## src/rtl/arp_pkg.sv

```systemverilog
package arp_pkg;

  // Result word
  localparam int RESULT_W = 18;
  localparam logic [4:0] LAST_BIT = 5'h11;
  localparam logic [4:0] CNT_RST = 5'h00;
  localparam logic [17:0] RESULT_RST = 18'h00000;

  // Positions of the shared pins in the result word
  localparam int BIT_ELEVEN = 11;
  localparam int BIT_TWELVE = 12;
  localparam int BIT_THIRTEEN = 13;
  localparam int UPPER_LSB = 14;
  localparam int UPPER_W = 4;

  // Interface mode field value that selects the serial port
  localparam logic [1:0] MODE_SERIAL = 2'h3;

  // Master serial clock timing
  localparam int CLK_PERIOD_NS = 40;
  localparam int SCLK_HALF_NS = 80;
  localparam int SCLK_HALF_CYCLES =
    (SCLK_HALF_NS / CLK_PERIOD_NS) < 1 ? 1 : SCLK_HALF_NS / CLK_PERIOD_NS;

  // Positions in the synchronised pin vector
  localparam int SY_MODE_LSB = 0;
  localparam int SY_SRC = 2;
  localparam int SY_INV = 3;
  localparam int SY_POL = 4;
  localparam int SY_CS_N = 5;
  localparam int SY_RD_N = 6;
  localparam int SY_CNV_N = 7;
  localparam int SY_SCLK = 8;
  localparam int SY_W = 9;
  // Idle pin levels: strobes high, everything else low
  localparam logic [8:0] SY_RST = 9'h0e0;

  // Master serial clock sequencer
  typedef enum logic [2:0] {
    ARP_IDLE = 3'b001,
    ARP_LOW = 3'b010,
    ARP_HIGH = 3'b100
  } arp_mst_state_type;

endpackage

```

## src/rtl/arp_sync.sv

```systemverilog
`timescale 1ns/1ns
module arp_sync
  import arp_pkg::*;
#(
  parameter int WIDTH = SY_W,
  parameter logic [WIDTH-1:0] RST_VAL = '0
)
(
  // Clock and reset
  input wire logic clk_i,
  input wire logic rstn_i,
  // Pins
  input wire logic [WIDTH-1:0] async_i,
  output logic [WIDTH-1:0] sync_o
);

  logic [WIDTH-1:0] meta_q;

  // Two stage synchroniser, first stage read only by the second
  always_ff @(posedge clk_i or negedge rstn_i)
  begin
    if (!rstn_i)
    begin
      meta_q <= RST_VAL;
      sync_o <= RST_VAL;
    end
    else
    begin
      meta_q <= async_i;
      sync_o <= meta_q;
    end
  end

endmodule

```

## src/rtl/arp_tick_gen.sv

```systemverilog
`timescale 1ns/1ns
module arp_tick_gen
  import arp_pkg::*;
#(
  parameter int HALF = SCLK_HALF_CYCLES
)
(
  // Clock and reset
  input wire logic clk_i,
  input wire logic rstn_i,
  // Control
  input wire logic run_i,
  output logic tick_o
);

  localparam int CW = $clog2(HALF + 1);
  localparam logic [CW-1:0] LAST = CW'(HALF - 1);

  logic [CW-1:0] cnt_q;

  // Divider restarts whenever the sequencer is idle
  always_ff @(posedge clk_i or negedge rstn_i)
  begin
    if (!rstn_i)
    begin
      cnt_q <= '0;
      tick_o <= 1'b0;
    end
    else if (!run_i)
    begin
      cnt_q <= '0;
      tick_o <= 1'b0;
    end
    else if (cnt_q == LAST)
    begin
      cnt_q <= '0;
      tick_o <= 1'b1;
    end
    else
    begin
      cnt_q <= cnt_q + CW'(1);
      tick_o <= 1'b0;
    end
  end

endmodule

```

## src/rtl/arp_port.sv

```systemverilog
`timescale 1ns/1ns
module arp_port
  import arp_pkg::*;
(
  // Clock and reset
  input wire logic clk_i,
  input wire logic rstn_i,
  // Mode and strap pins
  input wire logic [1:0] mode_i,
  input wire logic clock_source_select_i,
  input wire logic clock_invert_select_i,
  input wire logic frame_polarity_select_i,
  // Host strobes
  input wire logic chip_select_n_i,
  input wire logic read_enable_n_i,
  input wire logic conversion_start_n_i,
  // Converter core
  input wire logic conv_done_i,
  input wire logic [RESULT_W-1:0] conv_result_i,
  output logic conv_start_o,
  output logic busy_o,
  // Bit 11 or serial clock
  input wire logic result_bit_eleven_i,
  output logic result_bit_eleven_o,
  output logic result_bit_eleven_oe_o,
  // Bit 12 or frame sync
  output logic result_bit_twelve_o,
  output logic result_bit_twelve_oe_o,
  // Bit 13 or incomplete read flag
  output logic result_bit_thirteen_o,
  output logic result_bit_thirteen_oe_o,
  // Bits 14 to 17
  output logic [UPPER_W-1:0] result_upper_o,
  output logic result_upper_oe_o,
  // Serial data
  output logic serial_result_out_o,
  output logic serial_result_out_oe_o
);

  logic [SY_W-1:0] pins_s;
  logic [1:0] mode_s;
  logic src_s;
  logic inv_s;
  logic pol_s;
  logic cs_n_s;
  logic rd_n_s;
  logic cnv_n_s;
  logic sclk_s;
  logic cnv_prev_q;
  logic sclk_prev_q;
  logic busy_q;
  logic pend_q;
  logic frame_q;
  logic mst_sclk_q;
  logic [1:0] mst_fall_q;
  logic tick;
  logic [RESULT_W-1:0] result_q;
  logic [RESULT_W-1:0] shift_q;
  logic [4:0] bit_cnt_q;
  arp_mst_state_type st_q;
  logic serial;
  logic master;
  logic slave;
  logic bus_en;
  logic cnv_fall;
  logic slave_edge;
  logic load;
  logic slave_shift;
  logic mst_start;
  logic mst_shift;
  logic incomplete;

  // Every pin from outside passes two flip-flops
  arp_sync #(
    .WIDTH(SY_W),
    .RST_VAL(SY_RST)
  ) u_sync (
    .clk_i(clk_i),
    .rstn_i(rstn_i),
    .async_i({result_bit_eleven_i, conversion_start_n_i, read_enable_n_i,
              chip_select_n_i, frame_polarity_select_i,
              clock_invert_select_i, clock_source_select_i, mode_i}),
    .sync_o(pins_s)
  );

  // Unpack the synchronised pins
  assign mode_s = pins_s[SY_MODE_LSB+1:SY_MODE_LSB];
  assign src_s = pins_s[SY_SRC];
  assign inv_s = pins_s[SY_INV];
  assign pol_s = pins_s[SY_POL];
  assign cs_n_s = pins_s[SY_CS_N];
  assign rd_n_s = pins_s[SY_RD_N];
  assign cnv_n_s = pins_s[SY_CNV_N];
  assign sclk_s = pins_s[SY_SCLK];

  // Master clock half-period enable
  arp_tick_gen #(
    .HALF(SCLK_HALF_CYCLES)
  ) u_tick (
    .clk_i(clk_i),
    .rstn_i(rstn_i),
    .run_i(st_q != ARP_IDLE),
    .tick_o(tick)
  );

  // Mode decode and event terms
  always_comb
  begin
    serial = (mode_s == MODE_SERIAL);
    master = serial & ~src_s;
    slave = serial & src_s;
    bus_en = ~cs_n_s & ~rd_n_s;
    cnv_fall = cnv_prev_q & ~cnv_n_s;
    // Chip select gates the external clock
    slave_edge = ~cs_n_s & (inv_s ? (sclk_prev_q & ~sclk_s)
                                  : (~sclk_prev_q & sclk_s));
    load = conv_done_i & busy_q;
    // Edges beyond the last bit do not move the output
    slave_shift = slave & slave_edge & (bit_cnt_q != LAST_BIT) & ~load;
    mst_start = master & pend_q & bus_en & (st_q == ARP_IDLE) & ~load;
    // Master data moves a cycle after the clock pin has returned to its idle level
    mst_shift = master & mst_fall_q[1]
                & (bit_cnt_q != LAST_BIT) & ~load;
    // A slave read left half done when the next result lands
    incomplete = load & slave & (bit_cnt_q != CNT_RST)
                 & (bit_cnt_q != LAST_BIT);
  end

  // Edge history of start strobe and external clock
  always_ff @(posedge clk_i or negedge rstn_i)
  begin
    if (!rstn_i)
    begin
      cnv_prev_q <= 1'b1;
      sclk_prev_q <= 1'b0;
    end
    else
    begin
      cnv_prev_q <= cnv_n_s;
      sclk_prev_q <= sclk_s;
    end
  end

  // Busy and conversion start
  always_ff @(posedge clk_i or negedge rstn_i)
  begin
    if (!rstn_i)
    begin
      busy_q <= 1'b0;
      conv_start_o <= 1'b0;
    end
    else
    begin
      conv_start_o <= cnv_fall & ~busy_q;
      if (cnv_fall && !busy_q)
        busy_q <= 1'b1;
      else if (load)
        busy_q <= 1'b0;
    end
  end

  assign busy_o = busy_q;

  // Result latch and output shift register
  always_ff @(posedge clk_i or negedge rstn_i)
  begin
    if (!rstn_i)
    begin
      result_q <= RESULT_RST;
      shift_q <= RESULT_RST;
      serial_result_out_o <= 1'b0;
      bit_cnt_q <= CNT_RST;
    end
    else if (load)
    begin
      result_q <= conv_result_i;
      shift_q <= conv_result_i;
      serial_result_out_o <= conv_result_i[RESULT_W-1];
      bit_cnt_q <= CNT_RST;
    end
    else if (slave_shift || mst_shift)
    begin
      shift_q <= {shift_q[RESULT_W-2:0], 1'b0};
      serial_result_out_o <= shift_q[RESULT_W-2];
      bit_cnt_q <= bit_cnt_q + 5'h01;
    end
  end

  // Delay from the falling clock tick past the registered pin edge
  always_ff @(posedge clk_i or negedge rstn_i)
  begin
    if (!rstn_i)
      mst_fall_q <= 2'h0;
    else if (load)
      mst_fall_q <= 2'h0;
    else
      mst_fall_q <= {mst_fall_q[0],
                     master & (st_q == ARP_HIGH) & tick};
  end

  // A fresh result waits for the master frame
  always_ff @(posedge clk_i or negedge rstn_i)
  begin
    if (!rstn_i)
      pend_q <= 1'b0;
    else if (load)
      pend_q <= 1'b1;
    else if (mst_start)
      pend_q <= 1'b0;
  end

  // Master clock sequencer, data moves only after a falling edge
  always_ff @(posedge clk_i or negedge rstn_i)
  begin
    if (!rstn_i)
    begin
      st_q <= ARP_IDLE;
      mst_sclk_q <= 1'b0;
      frame_q <= 1'b0;
    end
    else
    begin
      case (st_q)
        ARP_IDLE:
        begin
          if (mst_start)
          begin
            st_q <= ARP_LOW;
            frame_q <= 1'b1;
          end
        end
        ARP_LOW:
        begin
          if (!master || load)
          begin
            st_q <= ARP_IDLE;
            frame_q <= 1'b0;
          end
          else if (tick)
          begin
            st_q <= ARP_HIGH;
            mst_sclk_q <= 1'b1;
          end
        end
        ARP_HIGH:
        begin
          if (!master || load)
          begin
            st_q <= ARP_IDLE;
            mst_sclk_q <= 1'b0;
            frame_q <= 1'b0;
          end
          else if (tick)
          begin
            mst_sclk_q <= 1'b0;
            if (bit_cnt_q == LAST_BIT)
            begin
              st_q <= ARP_IDLE;
              frame_q <= 1'b0;
            end
            else
              st_q <= ARP_LOW;
          end
        end
        default:
        begin
          st_q <= ARP_IDLE;
          mst_sclk_q <= 1'b0;
          frame_q <= 1'b0;
        end
      endcase
    end
  end

  // Shared pin drivers
  always_ff @(posedge clk_i or negedge rstn_i)
  begin
    if (!rstn_i)
    begin
      result_bit_eleven_o <= 1'b0;
      result_bit_twelve_o <= 1'b0;
      result_bit_thirteen_o <= 1'b0;
      result_upper_o <= '0;
      result_bit_eleven_oe_o <= 1'b0;
      result_bit_twelve_oe_o <= 1'b0;
      result_bit_thirteen_oe_o <= 1'b0;
      result_upper_oe_o <= 1'b0;
      serial_result_out_oe_o <= 1'b0;
    end
    else
    begin
      result_bit_eleven_o <= serial ? (mst_sclk_q ^ inv_s)
                                    : result_q[BIT_ELEVEN];
      result_bit_twelve_o <= serial ? (frame_q ^ pol_s)
                                    : result_q[BIT_TWELVE];
      result_bit_thirteen_o <= serial ? incomplete
                                      : result_q[BIT_THIRTEEN];
      result_upper_o <= result_q[RESULT_W-1:UPPER_LSB];
      result_bit_eleven_oe_o <= bus_en & ~slave;
      result_bit_twelve_oe_o <= bus_en;
      result_bit_thirteen_oe_o <= bus_en;
      result_upper_oe_o <= bus_en;
      serial_result_out_oe_o <= bus_en & serial;
    end
  end
endmodule

```

## config.mk

```make
export PLATFORM = sky130hd
export DESIGN_NAME = arp_port
export DESIGN_NICKNAME = d
export VERILOG_FILES = /design/src/rtl/arp_pkg.sv /design/src/rtl/arp_sync.sv /design/src/rtl/arp_tick_gen.sv /design/src/rtl/arp_port.sv
export SDC_FILE = /design/constraint.sdc
export NUM_CORES = 1
export LEC_CHECK = 0
export BUFFER_PORTS_ARGS = -buffer_cell sky130_fd_sc_hd__buf_2
export CAP_MARGIN = 15
export CORE_MARGIN = 3
export CORE_UTILIZATION = 35
export CTS_CLUSTER_SIZE = 30
export DETAILED_ROUTE_END_ITERATION = 10
export GPL_ROUTABILITY_DRIVEN = 0
export GPL_TIMING_DRIVEN = 0
export PLACE_DENSITY = 0.51
export SETUP_SLACK_MARGIN = 0.2
export SYNTH_ARGS = -nofsm -noshare
export SYNTH_HDL_FRONTEND = slang
export SYNTH_SLANG_ARGS = --single-unit
export TNS_END_PERCENT = 30
```

## constraint.sdc

```tcl
create_clock -name clk_i -period 1.9 [get_ports clk_i]
set_input_delay 0 -clock clk_i [delete_from_list [all_inputs] [get_ports clk_i]]
set_output_delay 0 -clock clk_i [all_outputs]
set_load 0.01 [all_outputs]
```

==> After elaboration in Yosys (flattened, before gate mapping) <==
Index checks and enable logic that the tools add are counted.
{ "totals": {"reg_bits": 84, "in_bits": 30, "output_inout_bits": 15, "wordCells": 128} }
{ "classes": {"n_addsub": 2, "n_eq_ne": 15, "n_mux": 37, "bitwise_logic": 38, "n_reduce_logical": 12} }
{ "op_table": {"columns": ["operator", "count"], "rows": [
  ["2-to-1 mux 17 bit", 2],
  ["bitwise AND 1 bit", 26],
  ["2-to-1 mux 1 bit", 21],
  ["2-to-1 mux 3 bit", 5],
  ["2-to-1 mux 5 bit", 2],
  ["inverter 1 bit", 10],
  ["!= test 3 x 1 -> 1 bit, second input constant", 3],
  ["one-hot mux 3 bit (3 select lines)", 1],
  ["2-to-1 mux 2 bit", 4],
  ["AND reduction 4 bit", 2],
  ["!= test 2 bit, second input constant", 3],
  ["one-hot mux 1 bit (3 select lines)", 2],
  ["nonzero test 2 bit", 3],
  ["adder 5 x 1 -> 5 bit, second input constant", 1],
  ["== test 5 bit, second input constant", 1],
  ["!= test 5 bit, second input constant", 1],
  ["nonzero test 5 bit", 1],
  ["== test 3 x 1 -> 1 bit, second input constant", 1],
  ["== test 3 x 2 -> 1 bit, second input constant", 1],
  ["== test 3 bit, second input constant", 1],
  ["!= test 3 x 2 -> 1 bit, second input constant", 1],
  ["AND reduction 3 bit", 1],
  ["adder 2 x 1 -> 2 bit, second input constant", 1],
  ["== test 2 x 1 -> 1 bit, second input constant", 1],
  ["6 further kinds", 9]
]} }

==> Depth between registers and ports, before layout <==
{ "logic_depth": {"ltp_word": 10, "mapped_depth": 8, "mapped_depth_nobuf": 6} }

==> By module <==
From an unflattened synthesis, not the netlist that was laid out.
{ "unflattened": {"hier_cells": 265, "area_unflattened_um2": 3014.1} }
{ "by_module_without_submodules": {"columns": ["mod", "instances", "cells_per_inst", "area_per_inst_um2", "seq_area_each_um2"], "rows": [
  ["arp_port", 1, 241, 2452.4, 1303.8],
  ["arp_sync", 1, 18, 457.9, 457.9],
  ["arp_tick_gen", 1, 6, 103.8, 75.1]
]} }

==> Worst setup path after synthesis <==
OpenSTA, ideal clock, no wires.
{ "synth_path": {"kind": "register to register", "start": "register st_q[0]", "end": "register st_q[1]", "setup_time_ns": 0.080, "arrival_ns": 1.383, "required_ns": 1.820, "setup_slack_ns": 0.437, "path_stages_with_launch": 5, "n_path_buf": 0, "period_less_slack_ns": 1.463, "cell_sequence": "dfstp_2 -> or3b_4 -> nor4_2 -> nor3_1 -> nor3_2"} }
{ "synth_via": {"elab_chain_cells": 5, "elab_cells_between_ends": 10, "cone_classes": "eq/ne: 6; mux: 1; bitwise: 2; reduce/logical: 1"} }
{ "synth_rtl": {"columns": ["element", "line_no", "source"], "rows": [
  ["start, declared", "arp_port.sv:60", "arp_mst_state_type st_q;"],
  ["start signal, assigned", "arp_port.sv:217", "st_q <= ARP_IDLE;"],
  ["start signal, assigned", "arp_port.sv:228", "st_q <= ARP_LOW;"],
  ["start signal, assigned", "arp_port.sv:236", "st_q <= ARP_IDLE;"],
  ["== test 3 x 1 -> 1 bit", "arp_port.sv:120, arp_port.sv:223", null],
  ["bitwise AND 1 bit (2 in a row)", "arp_port.sv:120", "mst_start = master & pend_q & bus_en & (st_q == ARP_IDLE) & ~load;"],
  ["!= test 2 bit (no source line)", null, null],
  ["AND reduction 3 bit (no source line)", null, null]
]} }
Several ways; a longest one is shown, not always the timed one.
A chain may end at the register's enable or synchronous reset.

==> Final worst setup path <==
{ "layout_path": {"start": "register u_sync.sync_o[5]", "end": "register shift_q[13]"} }
{ "layout_via": {"elab_chain_cells": 7} }
{ "layout_rtl": {"columns": ["element", "line_no", "source"], "rows": [
  ["start, declared", "arp_sync.sv:14", "output logic [WIDTH-1:0] sync_o"],
  ["start signal, assigned", "arp_sync.sv:30", "sync_o <= meta_q;"],
  ["inverter 1 bit", "arp_port.sv:115", "slave_edge = ~cs_n_s & (inv_s ? (sclk_prev_q & ~sclk_s)"],
  ["bitwise AND 1 bit", "arp_port.sv:115", null],
  ["bitwise AND 1 bit (3 in a row)", "arp_port.sv:119", "slave_shift = slave & slave_edge & (bit_cnt_q != LAST_BIT) & ~load;"],
  ["logical OR 1 bit", "arp_port.sv:181", "else if (slave_shift || mst_shift)"],
  ["nonzero test 2 bit (no source line)", null, null],
  ["end signal, assigned", "arp_port.sv:177", "shift_q <= conv_result_i;"],
  ["end signal, assigned", "arp_port.sv:183", "shift_q <= {shift_q[RESULT_W-2:0], 1'b0};"],
  ["end, declared", "arp_port.sv:58", "logic [RESULT_W-1:0] shift_q;"]
]} }
No other way between the ends.

==> run summary <==
The run finished with clean final reports. The average routed wire per standard cell is 14.3 um. TritonCTS built the clock tree. The via count of the first global-routing pass came out at 2312.

The residual antenna-violating net count after detailed routing is 0. The synthesized area divided by synthesized cell count came out at 11.4 um^2. The clock network latency to the later pin of the worst-skew pair came out at 340 ps. The max-cap violation count is 0. The leakage power of the design is 1.89 nW. Across the VDD grid, the largest voltage drop is 0.493 mV.

The detailed-route DRC error count came out at 0. The maximum frequency from static timing analysis came out at 617 MHz. The number of max-slew violations in the final report is 0.

The final setup TNS is 0 ps. The total via count after detailed routing came out at 2294. The total nets after synthesis is 303. The share of flip-flops with an asynchronous set or reset came out at 100%. The antenna diode count came out at 0. The die outline area is 9990 um^2. Once detailed placement completed, the half-perimeter wirelength came to 4480 um. The total overflow left after global routing is 0.

The placeable core area came out at 8380 um^2. Cells with a size suffix above 1 make up 29.4% of the layout. The first global-routing pass estimated 11400 um of wire.

The maximum number of pins on one net before global-route repair is 45. The buffer cell driving the clock tree root is sky130_fd_sc_hd__clkbuf_8. Among all flip-flop cells after synthesis, the most frequent one is sky130_fd_sc_hd__dfrtp_1. On the critical path the largest part of the delay comes from flip-flops.

The filler cell count came out at 809. The number of top-level pins came out at 45. The critical path goes through and4b_1 -> o21a_4 -> o21ai_4 -> buf_8 -> o211ai_2. The count of final hold-check violations is 0.

The worst setup path is of the reg2reg kind. The synthesized flop and latch total is 73. The vertical extent of the die came out at 100 um. At the pin with the least slew margin, the transition time is 511 ps.

In this run, synthesis inferred 0 flip-flops with an integrated enable. The horizontal extent of the die came out at 100 um. Of all nets on the critical path, the largest fanout is 10.

The placed instances occupy a cell area of 3470 um^2. The share of the Yosys chip area taken by registers is 59.5%. The count of yosys warnings during synthesis came out at 0. The worst-path cell with the longest stage delay is sky130_fd_sc_hd__dfstp_2. The post-synthesis instance area came out at 3090 um^2. At the worst endpoint, the required time is 2120 ps. The clock passes through at most 2 buffers. The floorplan has 33 rows. Setup repair after global routing left no endpoint under its margin. The layout net count is 389.

The number of standard cells after synthesis came out at 270. The final cycle utilization of the critical path is 85.4%. The worst relative slew slack is 65.9%. The post-synthesis cell type count is 47. The total wire length is 6680 um.

The clock arrives with 5.20 ps of skew. Compared with the post-synthesis result, the final layout area differs by 28.6%. The global-route usage over all layers came out at 14.5%. The H-tree level count came out at 3. The post-route cell area came out at 3970 um^2. The library cell used most frequently in the layout, excluding fill and tap cells, is sky130_fd_sc_hd__dfrtp_1. The number of antenna violations at the first check in global routing came out at 0. The shortest period the worst path allows came out at 1620 ps. STA classifies the critical path endpoint as a flip-flop.

Clock-pin slew was measured on the worst setup and hold paths at 70 ps. The power per cell area is 897 nW/um^2. The type of the worst min-delay path is in2async. The post-detailed-route via-to-cell ratio is 4.92. The length of the first detailed-routing pass in iterations is 4.

The starting utilization of the core area is 36.9%. Leaving out fill and tap cells, the most frequent cells in the layout are sky130_fd_sc_hd__dfrtp_1 (65), sky130_fd_sc_hd__nand2_1 (58), sky130_fd_sc_hd__buf_2 (49). The number of buffers and inverters on the critical path is 1.

The kind of launch point of the worst setup path is a flip-flop. The count of port buffers added during placement is 44. The signal arrival time at the worst endpoint came out at 1840 ps. The number of CTS-inserted buffers is 9. After the first detailed-routing iteration, the DRC count stood at 91. The TritonCTS sink count is 73.

The critical path's largest stage delay is 570 ps. The final-report setup violation count is 0.
## metrics by stage
step	std cells	util, %	power [mW]	hold WS (ps)	setup WS (ps)
after global placement	419	41.1	2.37	105	204
after floorplan	270	-	2.18	-296	437
after detailed placement	420	41.4	2.39	-45.5	214
after global routing	466	47.4	3.79	153	198
after CTS	465	47.1	3.63	135	226
final	466	47.4	3.57	129	278
## cells in the mapped netlist, types with 5 or more instances
| cell | count | area, um^2 |
|---|---|---|
| sky130_fd_sc_hd__dfrtp_1 | 65 | 1630 |
| sky130_fd_sc_hd__nand2_1 | 58 | 218 |
| sky130_fd_sc_hd__nand4_1 | 16 | 100 |
| sky130_fd_sc_hd__o211ai_2 | 11 | 138 |
| sky130_fd_sc_hd__o211ai_1 | 10 | 75.1 |
| sky130_fd_sc_hd__buf_2 | 8 | 40.0 |
| sky130_fd_sc_hd__dfstp_2 | 8 | 210 |
| sky130_fd_sc_hd__o21ai_0 | 7 | 35.0 |
| sky130_fd_sc_hd__nand3_1 | 5 | 25.0 |
| sky130_fd_sc_hd__nor2_1 | 5 | 18.8 |
## timing repair
item                       4_1_cts  5_1_grt
hold endpoints to repair       108        0
setup endpoints to repair        2       23
setup buffers                    0        1
gates resized for setup          1       11
hold buffers                    29        0
## routing by layer
metal	part of all wire, %	vias up	track usage [%]
li1	-	1129	-
met1	51	1117	21.0
met2	44	41	21.2
met3	4.2	7	4.59
met4	0.94	0	3.15
met5	0	-	0
## final cells by class
type / instances / area, um^2 / share of cell area [%]
multi-input cells: 175 / 1140 / 28.7
well taps: 105 / 131 / 3.31
flip-flops and latches: 73 / 1840 / 46.2
repair buffers: 75 / 548 / 13.8
clock buffers: 10 / 128 / 3.21
plain buffers: 18 / 113 / 2.83
clock inverters: 6 / 60.1 / 1.51
inverters: 4 / 15.0 / 0.378
## path summary, 6_finish.rpt
path	from	end	slack, ps	cells past startpoint
worst max-delay path	u_sync.sync_o[5]	shift_q[13]	280	5
worst min-delay path	rstn_i	conv_start_o	130	2
worst max register to register	u_sync.sync_o[5]	shift_q[13]	280	5
worst min register to register	u_sync.meta_q[3]	u_sync.sync_o[3]	350	0
max in group asynchronous	rstn_i	pend_q	1230	3
min in group clk_i	frame_polarity_select_i	u_sync.meta_q[4]	300	2
## sequential cells by signal, indices dropped and copies added, names as in the netlist, 2 cells and up
register	cells
shift_q	17
u_sync.meta_q	9
u_sync.sync_o	9
result_q	7
bit_cnt_q	5
result_upper_o	4
st_q	3
mst_fall_q	2
u_tick.cnt_q	2
## power by group
part	switching, mW	total (mW)	internal (mW)
clock	0.567	1.17	0.600
combinational	0.276	0.523	0.247
sequential	0.110	1.88	1.77
total	0.952	3.57	2.61
## cell families after synthesis
logic type      Yosys count  share of synthesized area [%]
compound gates           49                           13.8
xor+xnor                  2                          0.567
fa+ha+maj                 3                           1.22
buf+inv                  22                           3.60
flops                    73                           59.5
mux                       4                           1.30
simple gates            117                           20.1
Power figures use the tool's default switching activity.
